### src/hdl/spc_pkg.sv
package spc_pkg;
   localparam int NUM_UNITS = 32;
   localparam int IDX_W     = 7;
   // word indices; byte address is four times the index
   localparam logic [IDX_W-1:0] IDX_SYNERR    = 7'h02;
   localparam logic [IDX_W-1:0] IDX_PERMIT0   = 7'h03;
   localparam logic [IDX_W-1:0] IDX_PERMIT3   = 7'h06;
   localparam logic [IDX_W-1:0] IDX_TYPE0     = 7'h07;
   localparam logic [IDX_W-1:0] TYPE_STRIDE   = 7'h03;
   localparam logic [IDX_W-1:0] IDX_IRQ_STAT  = 7'h68;
   localparam logic [IDX_W-1:0] IDX_IRQ_MASK  = 7'h69;
   localparam logic [IDX_W-1:0] IDX_CTRL      = 7'h6A;
   localparam logic [IDX_W-1:0] IDX_POLL_STAT = 7'h6B;
   // protocol field codes
   localparam logic [7:0] PROTO_NONE   = 8'h00;
   localparam logic [7:0] PROTO_LEGACY = 8'h01;
   localparam logic [7:0] PROTO_STRUCT = 8'h02;
   localparam logic [3:0] GROUP_MIN    = 4'h1;
   localparam logic [3:0] GROUP_MAX    = 4'h5;
   localparam logic [3:0] SEG_TEMP     = 4'h1;
   localparam logic [3:0] SEG_METER    = 4'h2;
   // interrupt status bits
   localparam int IRQ_SYNTAX  = 0;
   localparam int IRQ_FATAL   = 1;
   localparam int IRQ_RD_FAIL = 2;
   localparam int IRQ_WR_FAIL = 3;
   localparam int IRQ_PASS    = 4;
   localparam int IRQ_W       = 5;
   // control bits
   localparam int CTRL_RUN    = 0;
   localparam int CTRL_CLRSYN = 1;
   localparam logic [15:0] RST_WORD  = 16'h0000;
   localparam logic [15:0] RST_CTRL  = 16'h0000;

   typedef struct packed {
      logic [3:0] segment;
      logic [3:0] group;
      logic [7:0] proto;
   } spc_type_word_t;

   typedef struct packed {
      logic [4:0] unit;
      logic       write;
      logic [7:0] proto;
      logic [3:0] group;
      logic [3:0] segment;
   } spc_cmd_t;

   typedef struct packed {
      logic [4:0] unit;
      logic       write;
      logic [7:0] code;
   } spc_mon_t;
endpackage : spc_pkg

### src/hdl/spc_config_bank.sv
// The APB interface to the registers was left to the implementer.
`timescale 1ns/1ps
`default_nettype none
module spc_config_bank #(
   parameter logic [15:0] DM_BASE = 16'h0000
) (
   input  wire logic                clk,
   input  wire logic                reset,
   input  wire logic                psel,
   input  wire logic                penable,
   input  wire logic                pwrite,
   input  wire logic [11:0]         paddr,
   input  wire logic [31:0]         pwdata,
   input  wire logic [3:0]          pstrb,
   output logic      [31:0]         prdata,
   output logic                     pready,
   output logic                     pslverr,
   output spc_pkg::spc_cmd_t        cmd,
   output logic                     cmd_valid,
   input  wire logic                cmd_done,
   input  wire logic                cmd_fail,
   input  wire logic [7:0]          cmd_code,
   output spc_pkg::spc_mon_t        mon,
   output logic                     mon_valid,
   input  wire logic                host_write_fault,
   input  wire logic                host_link_lost,
   output logic                     err_led,
   output logic                     irq
);
   import spc_pkg::*;

   typedef enum logic [2:0] {
      spc_idle, spc_chk_rd, spc_wait_rd, spc_chk_wr, spc_wait_wr
   } spc_state_t;

   logic [15:0]             permit [4];
   spc_type_word_t          type_word [NUM_UNITS];
   logic [15:0]             synerr_addr;
   logic                    synerr_valid;
   logic [15:0]             ctrl;
   logic [IRQ_W-1:0]        irq_stat;
   logic [IRQ_W-1:0]        irq_mask;
   logic                    fatal;
   spc_state_t              state;
   logic [4:0]              cur;
   logic [4:0]              last_done;

   logic                    acc;
   logic                    wr_acc;
   logic                    rd_acc;
   logic [IDX_W-1:0]        idx;
   logic                    hit_type;
   logic [4:0]              type_unit;
   logic                    hit_permit;
   logic                    mapped;
   logic [15:0]             old_word;
   logic [15:0]             new_word;
   logic [31:0]             next_rdata;
   logic                    syn_event;
   logic [IRQ_W-1:0]        events;
   spc_type_word_t          cur_type;
   logic                    cur_known;
   logic                    cur_rd_ok;
   logic                    cur_wr_ok;
   logic                    halt;

   // access phase completes at the edge where pready is high
   assign acc    = psel && penable && pready;
   assign wr_acc = acc && pwrite;
   assign rd_acc = acc && !pwrite;
   assign idx    = paddr[IDX_W+1:2];

   function automatic logic permit_bit(input logic [15:0] w [4],
                                       input logic [4:0] u, input logic wr);
      logic [3:0] pos;
      pos = {~u[2:0], wr};
      return w[u[4:3]][pos];
   endfunction : permit_bit

   function automatic logic proto_known(input logic [7:0] p);
      return p == PROTO_NONE || p == PROTO_LEGACY || p == PROTO_STRUCT;
   endfunction : proto_known

   // address decode
   always_comb begin
      hit_type  = 1'b0;
      type_unit = 5'd0;
      for (int u = 0; u < NUM_UNITS; u++) begin
         if (idx == IDX_TYPE0 + TYPE_STRIDE * IDX_W'(u)) begin
            hit_type  = 1'b1;
            type_unit = 5'(u);
         end
      end
   end

   assign hit_permit = idx >= IDX_PERMIT0 && idx <= IDX_PERMIT3;
   assign mapped = hit_type || hit_permit || idx == IDX_SYNERR ||
                   idx == IDX_IRQ_STAT || idx == IDX_IRQ_MASK ||
                   idx == IDX_CTRL || idx == IDX_POLL_STAT;

   always_comb begin
      if (hit_type) begin
         old_word = type_word[type_unit];
      end else if (hit_permit) begin
         old_word = permit[2'(idx - IDX_PERMIT0)];
      end else if (idx == IDX_SYNERR) begin
         old_word = synerr_addr;
      end else if (idx == IDX_IRQ_STAT) begin
         old_word = 16'(irq_stat);
      end else if (idx == IDX_IRQ_MASK) begin
         old_word = 16'(irq_mask);
      end else if (idx == IDX_CTRL) begin
         old_word = ctrl;
      end else if (idx == IDX_POLL_STAT) begin
         old_word = {fatal, synerr_valid, 1'b0, ctrl[CTRL_RUN] && !fatal,
                     1'b0, 3'(state), 3'h0, last_done};
      end else begin
         old_word = RST_WORD;
      end
   end

   assign new_word = {pstrb[1] ? pwdata[15:8] : old_word[15:8],
                      pstrb[0] ? pwdata[7:0]  : old_word[7:0]};
   assign next_rdata = {16'h0000, old_word};

   // apb answer: one wait cycle, then pready for one cycle
   always_ff @(posedge clk or posedge reset) begin
      if (reset) begin
         pready  <= 1'b0;
         pslverr <= 1'b0;
         prdata  <= 32'h0000_0000;
      end else begin
         pready  <= psel && penable && !pready;
         pslverr <= psel && penable && !pready && !mapped;
         if (psel && penable && !pready) begin
            prdata <= pwrite ? 32'h0000_0000 : next_rdata;
         end
      end
   end

   always_ff @(posedge clk or posedge reset) begin
      if (reset) begin
         for (int w = 0; w < 4; w++) begin
            permit[w] <= RST_WORD;
         end
      end else if (wr_acc && hit_permit) begin
         permit[2'(idx - IDX_PERMIT0)] <= new_word;
      end
   end

   always_ff @(posedge clk or posedge reset) begin
      if (reset) begin
         for (int u = 0; u < NUM_UNITS; u++) begin
            type_word[u] <= RST_WORD;
         end
      end else if (wr_acc && hit_type) begin
         type_word[type_unit] <= new_word;
      end
   end

   always_ff @(posedge clk or posedge reset) begin
      if (reset) begin
         ctrl     <= RST_CTRL;
         irq_mask <= '0;
      end else if (wr_acc && idx == IDX_CTRL) begin
         ctrl <= new_word & 16'h0001;
      end else if (wr_acc && idx == IDX_IRQ_MASK) begin
         irq_mask <= new_word[IRQ_W-1:0];
      end
   end

   // syntax error: unknown protocol written to a type word
   assign syn_event = wr_acc && hit_type &&
                      !proto_known(new_word[7:0]);

   always_ff @(posedge clk or posedge reset) begin
      if (reset) begin
         synerr_valid <= 1'b0;
         synerr_addr  <= RST_WORD;
      end else if (syn_event && (!synerr_valid ||
                   (wr_acc && idx == IDX_CTRL && new_word[CTRL_CLRSYN]))) begin
         synerr_valid <= 1'b1;
         synerr_addr  <= DM_BASE + 16'(idx);
      end else if (wr_acc && idx == IDX_CTRL && new_word[CTRL_CLRSYN]) begin
         synerr_valid <= 1'b0;
         synerr_addr  <= RST_WORD;
      end
   end

   always_ff @(posedge clk or posedge reset) begin
      if (reset) begin
         fatal   <= 1'b0;
         err_led <= 1'b0;
      end else if (host_write_fault || host_link_lost) begin
         fatal   <= 1'b1;
         err_led <= 1'b1;
      end
   end

   // decode of the unit under poll
   assign cur_type  = type_word[cur];
   assign cur_known = cur_type.proto == PROTO_LEGACY ||
                      cur_type.proto == PROTO_STRUCT;
   assign cur_rd_ok = cur_known && permit_bit(permit, cur, 1'b0);
   assign cur_wr_ok = cur_known && permit_bit(permit, cur, 1'b1);
   assign halt      = fatal || !ctrl[CTRL_RUN];

   always_ff @(posedge clk or posedge reset) begin
      if (reset) begin
         state     <= spc_idle;
         cur       <= 5'd0;
         last_done <= 5'd0;
         cmd_valid <= 1'b0;
         cmd       <= '0;
      end else if (fatal) begin
         state     <= spc_idle;
         cmd_valid <= 1'b0;
      end else begin
         case (state)
            spc_idle: begin
               if (!halt) begin
                  state <= spc_chk_rd;
               end
            end
            spc_chk_rd: begin
               if (halt) begin
                  state <= spc_idle;
               end else if (cur_rd_ok) begin
                  state          <= spc_wait_rd;
                  cmd_valid      <= 1'b1;
                  cmd.unit       <= cur;
                  cmd.write      <= 1'b0;
                  cmd.proto      <= cur_type.proto;
                  cmd.group      <= (cur_type.proto == PROTO_LEGACY &&
                                     cur_type.group >= GROUP_MIN &&
                                     cur_type.group <= GROUP_MAX) ?
                                    cur_type.group : 4'h0;
                  cmd.segment    <= (cur_type.proto == PROTO_LEGACY &&
                                     (cur_type.segment == SEG_TEMP ||
                                      cur_type.segment == SEG_METER)) ?
                                    cur_type.segment : 4'h0;
               end else begin
                  state <= spc_chk_wr;
               end
            end
            spc_wait_rd: begin
               if (cmd_done) begin
                  cmd_valid <= 1'b0;
                  last_done <= cur;
                  state     <= spc_chk_wr;
               end
            end
            spc_chk_wr: begin
               if (cur_wr_ok && !halt) begin
                  state          <= spc_wait_wr;
                  cmd_valid      <= 1'b1;
                  cmd.unit       <= cur;
                  cmd.write      <= 1'b1;
                  cmd.proto      <= cur_type.proto;
                  cmd.group      <= (cur_type.proto == PROTO_LEGACY &&
                                     cur_type.group >= GROUP_MIN &&
                                     cur_type.group <= GROUP_MAX) ?
                                    cur_type.group : 4'h0;
                  cmd.segment    <= (cur_type.proto == PROTO_LEGACY &&
                                     (cur_type.segment == SEG_TEMP ||
                                      cur_type.segment == SEG_METER)) ?
                                    cur_type.segment : 4'h0;
               end else begin
                  cur   <= cur + 5'd1;
                  state <= halt ? spc_idle : spc_chk_rd;
               end
            end
            spc_wait_wr: begin
               if (cmd_done) begin
                  cmd_valid <= 1'b0;
                  cur       <= cur + 5'd1;
                  state     <= spc_chk_rd;
               end
            end
            default: state <= spc_idle;
         endcase
      end
   end
   // response monitor report of a failed transfer
   always_ff @(posedge clk or posedge reset) begin
      if (reset) begin
         mon_valid <= 1'b0;
         mon       <= '0;
      end else begin
         mon_valid <= cmd_valid && cmd_done && cmd_fail;
         if (cmd_valid && cmd_done && cmd_fail) begin
            mon.unit  <= cmd.unit;
            mon.write <= cmd.write;
            mon.code  <= cmd_code;
         end
      end
   end
   assign events[IRQ_SYNTAX]  = syn_event;
   assign events[IRQ_FATAL]   = (host_write_fault || host_link_lost) && !fatal;
   assign events[IRQ_RD_FAIL] = cmd_valid && cmd_done && cmd_fail && !cmd.write;
   assign events[IRQ_WR_FAIL] = cmd_valid && cmd_done && cmd_fail && cmd.write;
   assign events[IRQ_PASS]    = state == spc_chk_wr && cur == 5'd31 &&
                                !(cur_wr_ok && !halt) && !fatal;
   // read clears only the bits that it reported; a new event wins
   always_ff @(posedge clk or posedge reset) begin
      if (reset) begin
         irq_stat <= '0;
         irq      <= 1'b0;
      end else begin
         irq_stat <= (irq_stat & ~(rd_acc && idx == IDX_IRQ_STAT ?
                      prdata[IRQ_W-1:0] : '0)) | events;
         irq      <= |(((irq_stat & ~(rd_acc && idx == IDX_IRQ_STAT ?
                      prdata[IRQ_W-1:0] : '0)) | events) & irq_mask);
      end
   end
   chk_read_permit: assert property (@(posedge clk) disable iff (reset)
      $rose(cmd_valid) && !cmd.write |-> cmd.unit == $past(cur) &&
         $past(permit_bit(permit, cur, 1'b0)))
      else $error("read issued without read permission");
   chk_write_permit: assert property (@(posedge clk) disable iff (reset)
      $rose(cmd_valid) && cmd.write |-> cmd.unit == $past(cur) &&
         $past(permit_bit(permit, cur, 1'b1)))
      else $error("write issued without write permission");
   chk_skip_absent: assert property (@(posedge clk) disable iff (reset)
      cmd_valid |-> cmd.proto == PROTO_LEGACY || cmd.proto == PROTO_STRUCT)
      else $error("command to absent or invalid unit");
   chk_group_gate: assert property (@(posedge clk) disable iff (reset)
      cmd_valid && cmd.group != 4'h0 |->
         cmd.proto == PROTO_LEGACY && cmd.group >= GROUP_MIN && cmd.group <= GROUP_MAX)
      else $error("command group passed when invalid");
   chk_segment_gate: assert property (@(posedge clk) disable iff (reset)
      cmd_valid && cmd.segment != 4'h0 |->
         cmd.proto == PROTO_LEGACY && (cmd.segment == SEG_TEMP || cmd.segment == SEG_METER))
      else $error("segment passed when invalid");
   chk_monitor_report: assert property (@(posedge clk) disable iff (reset)
      cmd_valid && cmd_done && cmd_fail |=>
         mon_valid && mon.write == $past(cmd.write) && mon.code == $past(cmd_code))
      else $error("failed transfer not reported");
   chk_syntax_first: assert property (@(posedge clk) disable iff (reset)
      synerr_valid && !(wr_acc && idx == IDX_CTRL) |=> $stable(synerr_addr))
      else $error("syntax address overwritten");
   chk_syntax_addr: assert property (@(posedge clk) disable iff (reset)
      syn_event && !synerr_valid |=> synerr_valid && synerr_addr == DM_BASE + 16'($past(idx)))
      else $error("syntax address not recorded");
   chk_fatal_halt: assert property (@(posedge clk) disable iff (reset)
      host_write_fault || host_link_lost |=> ##1 !cmd_valid && err_led && state == spc_idle)
      else $error("traffic not halted after fatal");
endmodule : spc_config_bank
`default_nettype wire

### config.mk
export PLATFORM = sky130hd
export DESIGN_NAME = spc_config_bank
export DESIGN_NICKNAME = d
export VERILOG_FILES = /design/src/hdl/spc_pkg.sv /design/src/hdl/spc_config_bank.sv
export SDC_FILE = /design/constraint.sdc
export NUM_CORES = 2
export LEC_CHECK = 0
export BUFFER_PORTS_ARGS = -buffer_cell sky130_fd_sc_hd__buf_2
export CORE_ASPECT_RATIO = 0.75
export CORE_MARGIN = 2
export CORE_UTILIZATION = 60
export DETAILED_ROUTE_END_ITERATION = 7
export PLACE_DENSITY = 0.77
export SKIP_CTS_REPAIR_TIMING = 1
export SYNTH_ARGS = -nofsm -noshare
export SYNTH_HDL_FRONTEND = slang
export SYNTH_SLANG_ARGS = --single-unit
### constraint.sdc
create_clock -name clk -period 45.1 [get_ports clk]
set_clock_uncertainty 0.05 [all_clocks]
set_input_delay 2.255 -clock clk [delete_from_list [all_inputs] [get_ports clk]]
set_output_delay 2.255 -clock clk [all_outputs]
set_load 0.02 [all_outputs]
==> results.json <==
{
  "maxSlewHeadroom": 0.0451,
  "grt_pass1_wl_mm": 175,
  "drive_gt1_frac": 0.156,
  "power_mw": 1.31,
  "design.die.area_mm2": 0.0595,
  "async_flop_share": 1.00,
  "finalCriticalPeriod_ns": 9.04,
  "timing.rr.start": "cur[0]$_DFFE_PP0P_",
  "grt_pass1_vias": 27600,
  "hpwlAfterDp_mm": 75.2,
  "ys.flop_type": "dfrtp_1",
  "min_period_over_period": 0.200,
  "crit_path_end_kind": "flip-flop",
  "grt.busiest_layer": "met1",
  "hp-start": "prdata[5]$_DFFE_PP0P_",
  "setup_tns_ns": 0,
  "cts_tree": "built",
  "grt_overflow": 0,
  "yosysTopAreaCell": "dfrtp_1",
  "clk_path_buf_depth": 3,
  "criticalPathCategory": "in -> reg",
  "peakVddDrop_uv": 29.4,
  "synth_edf_count": 0,
  "die_h_um": 212,
  "worstPathArrival_ns": 9.42,
  "die_x_um": 281,
  "ff2ff_path_depth": 12,
  "hp-class": "reg -> reg",
  "r2r_slack_ns": 39.65,
  "finalHoldViolCount": 0,
  "wl_per_cell_um": 26.7,
  "use_met2": 0.544,
  "tightest_slew_ns": 1.43,
  "finalWeightedCongestion": 0.999,
  "avgViaCountPerCell": 6.86,
  "path_clk_slew_ns": 0.06,
  "core_area_mm2": 0.0571,
  "clkSinkCount": 666,
  "dp_cells": 4263,
  "dp_slack_ns": 36.08,
  "numCtsBuffers": 67,
  "hold_depth": 2,
  "synth_cell_types": 96,
  "drc": 6,
  "ios": 139,
  "fmax_mhz": 111,
  "fin_nets": 3623,
  "start_util": 0.604,
  "required_ns": 45.48,
  "wl_mm": 117,
  "crit_fanout": 36,
  "synthTopCellsByArea": "dfrtp_1, mux4_2, nand2_1",
  "synth-seq-cells": 666,
  "ys_warn_count": 0,
  "report.final.setup_viol": 0,
  "yosysSeqAreaShare": 0.483,
  "gr-usage-met3": 0.156,
  "cts-root-buf": "clkbuf_16",
  "synth_area_mm2": 0.0345,
  "power_leakage_nw": 16.5,
  "grt.total_usage": 0.396,
  "use_met1": 0.560,
  "via_count": 30000,
  "grt_antenna_before_repair": 6,
  "failed_checks": "design-rule violations",
  "yosysTopAreaCellShare": 0.483,
  "clk_latency_ns": 0.63,
  "synthSimpleGateAreaFrac": 0.167,
  "htreeDepth": 3,
  "start_kind": "input pin",
  "synth_xor_area_frac": 0.00127,
  "avgSynthCellArea_um2": 9.56,
  "core.rowCount": 76,
  "rsz0062_at_grt": "no",
  "stdcell_count": 4380,
  "antenna_left": 0,
  "fin_ws_ns": 36.06,
  "drt_pass1_iterations": 8,
  "grt_max_degree": 171,
  "drv_slew": 0,
  "synthAdderAreaFrac": 0.00217,
  "synth_compound_area_frac": 0.166,
  "syn2layout_area_growth_pct": 9.00,
  "synth_mux_area_frac": 0.133,
  "reg2reg_to": "cmd[17]$_DFFE_PP0P_",
  "synthCells": 3612,
  "numPortBuffers": 99,
  "status": "complete, but fails checks",
  "maxCapViolations": 0,
  "hold_path_end": "prdata[5]$_DFFE_PP0P_",
  "utilization": 0.658,
  "synth_top_family_by_area": "simple AND/OR/NAND/NOR gates",
  "power.density_mw_per_mm2": 34.9,
  "dr.first_iter.drc_count": 4722
}
## worst max path at each step
| stage | from | endpoint | slack [ns] | cells past startpoint |
|---|---|---|---|---|
| floorplan | reset | cmd[0]$_DFFE_PP0P_ | 24.13 | 1 |
| global placement | paddr[2] | type_word[58]$_DFFE_PP0P_ | 36.10 | 14 |
| detailed placement | paddr[2] | type_word[298]$_DFFE_PP0P_ | 36.08 | 14 |
| CTS | paddr[2] | type_word[46]$_DFFE_PP0P_ | 36.70 | 15 |
| global route | paddr[2] | type_word[42]$_DFFE_PP0P_ | 36.00 | 14 |
| finish | paddr[2] | permit[26]$_DFFE_PP0P_ | 36.06 | 14 |
## layer usage
| layer | vias to the layer above | share of wire |
|---|---|---|
| li1 | 12800 | - |
| met5 | - | 0.00052 |
| met1 | 14600 | 0.39 |
| met4 | 8 | 0.048 |
| met2 | 2216 | 0.41 |
| met3 | 421 | 0.16 |
## synthesized netlist by cell type, drive strengths merged, types with 5 or more instances
cell	n
mux2	73
o21ai	357
buf	123
a311oi	15
a32o	8
mux4	125
a211oi	20
o32ai	10
dfrtp	666
o211ai	6
and2	6
and3	30
nor4	42
a22o	21
mux2i	96
a32oi	18
nand2b	9
o221ai	7
nor2	356
a22oi	7
o21a	9
a21oi	320
or4b	5
nor2b	34
nand3	80
nand4	13
nand2	641
nor3	44
or2	5
o31ai	6
a221o	6
a31oi	60
o22ai	25
inv	17
or4	16
a21o	5
ha	6
or3	5
a221oi	23
nand3b	10
a41oi	5
clkbuf	211
## stage by stage
| stage | hold slack (ns) | area (µm²) |
|---|---|---|
| after floorplan | 0.400 | 34600 |
| after global placement | 0.413 | 35400 |
| after detailed placement | 0.415 | 35400 |
| after CTS | 0.429 | 37600 |
| after global routing | 0.464 | 37600 |
| final | 0.422 | 37600 |
## cell families (layout without fill, tap and decap cells)
| logic type | count (synthesis) | in the layout |
|---|---|---|
| other | 1 | 17 |
| adders and majority gates | 6 | 6 |
| and+or+nand+nor | 1322 | 1322 |
| buffers and inverters | 352 | 324 |
| AOI/OAI and AO/OA | 966 | 966 |
| xor gates and xnor gates | 5 | 5 |
| DFF | 666 | 666 |
| muxes | 294 | 294 |
## cell usage in the layout (no fill, tap or decap), types with 7 or more instances in the layout
| master | Yosys | final |
|---|---|---|
| o32ai_1 | 10 | 10 |
| a221oi_1 | 22 | 21 |
| clkbuf_8 | 0 | 12 |
| nand4_1 | 13 | 13 |
| a31oi_1 | 60 | 60 |
| o21ai_0 | 347 | 347 |
| buf_4 | 32 | 90 |
| a22o_1 | 20 | 20 |
| clkinv_2 | 0 | 12 |
| conb_1 | 1 | 16 |
| clkbuf_1 | 211 | 13 |
| clkbuf_16 | 0 | 67 |
| or4_1 | 16 | 16 |
| nor2b_1 | 34 | 34 |
| nand2b_1 | 9 | 8 |
| nand2_1 | 640 | 639 |
| a311oi_1 | 15 | 15 |
| o22ai_1 | 25 | 25 |
| inv_1 | 17 | 16 |
| dfrtp_1 | 666 | 661 |
| nor3_1 | 44 | 40 |
| mux4_2 | 125 | 125 |
| a211oi_1 | 19 | 19 |
| nor2_1 | 355 | 340 |
| nor4_1 | 41 | 41 |
| and3_1 | 30 | 30 |
| o21ai_1 | 10 | 9 |
| a32oi_1 | 18 | 18 |
| a32o_1 | 8 | 8 |
| o221ai_1 | 7 | 7 |
| nand3_1 | 79 | 79 |
| a21oi_1 | 316 | 314 |
| mux2i_1 | 96 | 89 |
| buf_2 | 62 | 99 |
| mux2_2 | 71 | 71 |
| nand3b_1 | 10 | 10 |
| nor2_2 | 0 | 15 |
| o21a_1 | 9 | 9 |
## power breakdown
| group | total, mW | internal [mW] | switching, mW | leakage (nW) |
|---|---|---|---|---|
| sequential | 0.609 | 0.604 | 0.00521 | 9.27 |
| combinational | 0.129 | 0.0311 | 0.0981 | 6.11 |
| clock | 0.573 | 0.328 | 0.244 | 1.08 |
| total | 1.31 | 0.964 | 0.348 | 16.5 |
## state kept, by name, summed over array words and instances (netlist names)
| signal | cells |
|---|---|
| mon | 14 |
| pslverr | 1 |
| irq_stat | 5 |
| state | 3 |
| permit | 64 |
| synerr_addr | 7 |
| fatal | 1 |
| ctrl | 1 |
| prdata | 16 |
| irq_mask | 5 |
| cmd_valid | 1 |
| synerr_valid | 1 |
| mon_valid | 1 |
| cur | 5 |
| last_done | 5 |
| cmd | 22 |
| irq | 1 |
| pready | 1 |
| type_word | 512 |
## critical path: stages
cell	delay (ns)
buf_2	0.55
ha_1	0.80
nand3b_1	0.19
a221oi_1	0.99
nor4_1	0.08
o21ai_1	0.36
and2_4	0.53
buf_4	0.52
nand3_1	0.12
a32o_1	0.29
a221oi_1	0.91
a41oi_1	0.48
mux2i_4	1.02
o21ai_0	0.24
## layout make-up
type / instances / area (µm²)
Fill cell: 4515 / 19500
Sequential cell: 666 / 16700
Multi-Input combinational cell: 2609 / 16500
Clock buffer: 92 / 1890
Timing Repair Buffer: 190 / 1190
Tap cell: 780 / 976
Clock inverter: 24 / 292
Inverter: 18 / 75.1
Antenna cell: 1 / 2.50
No activity file was read; power rests on OpenSTA's default activity.
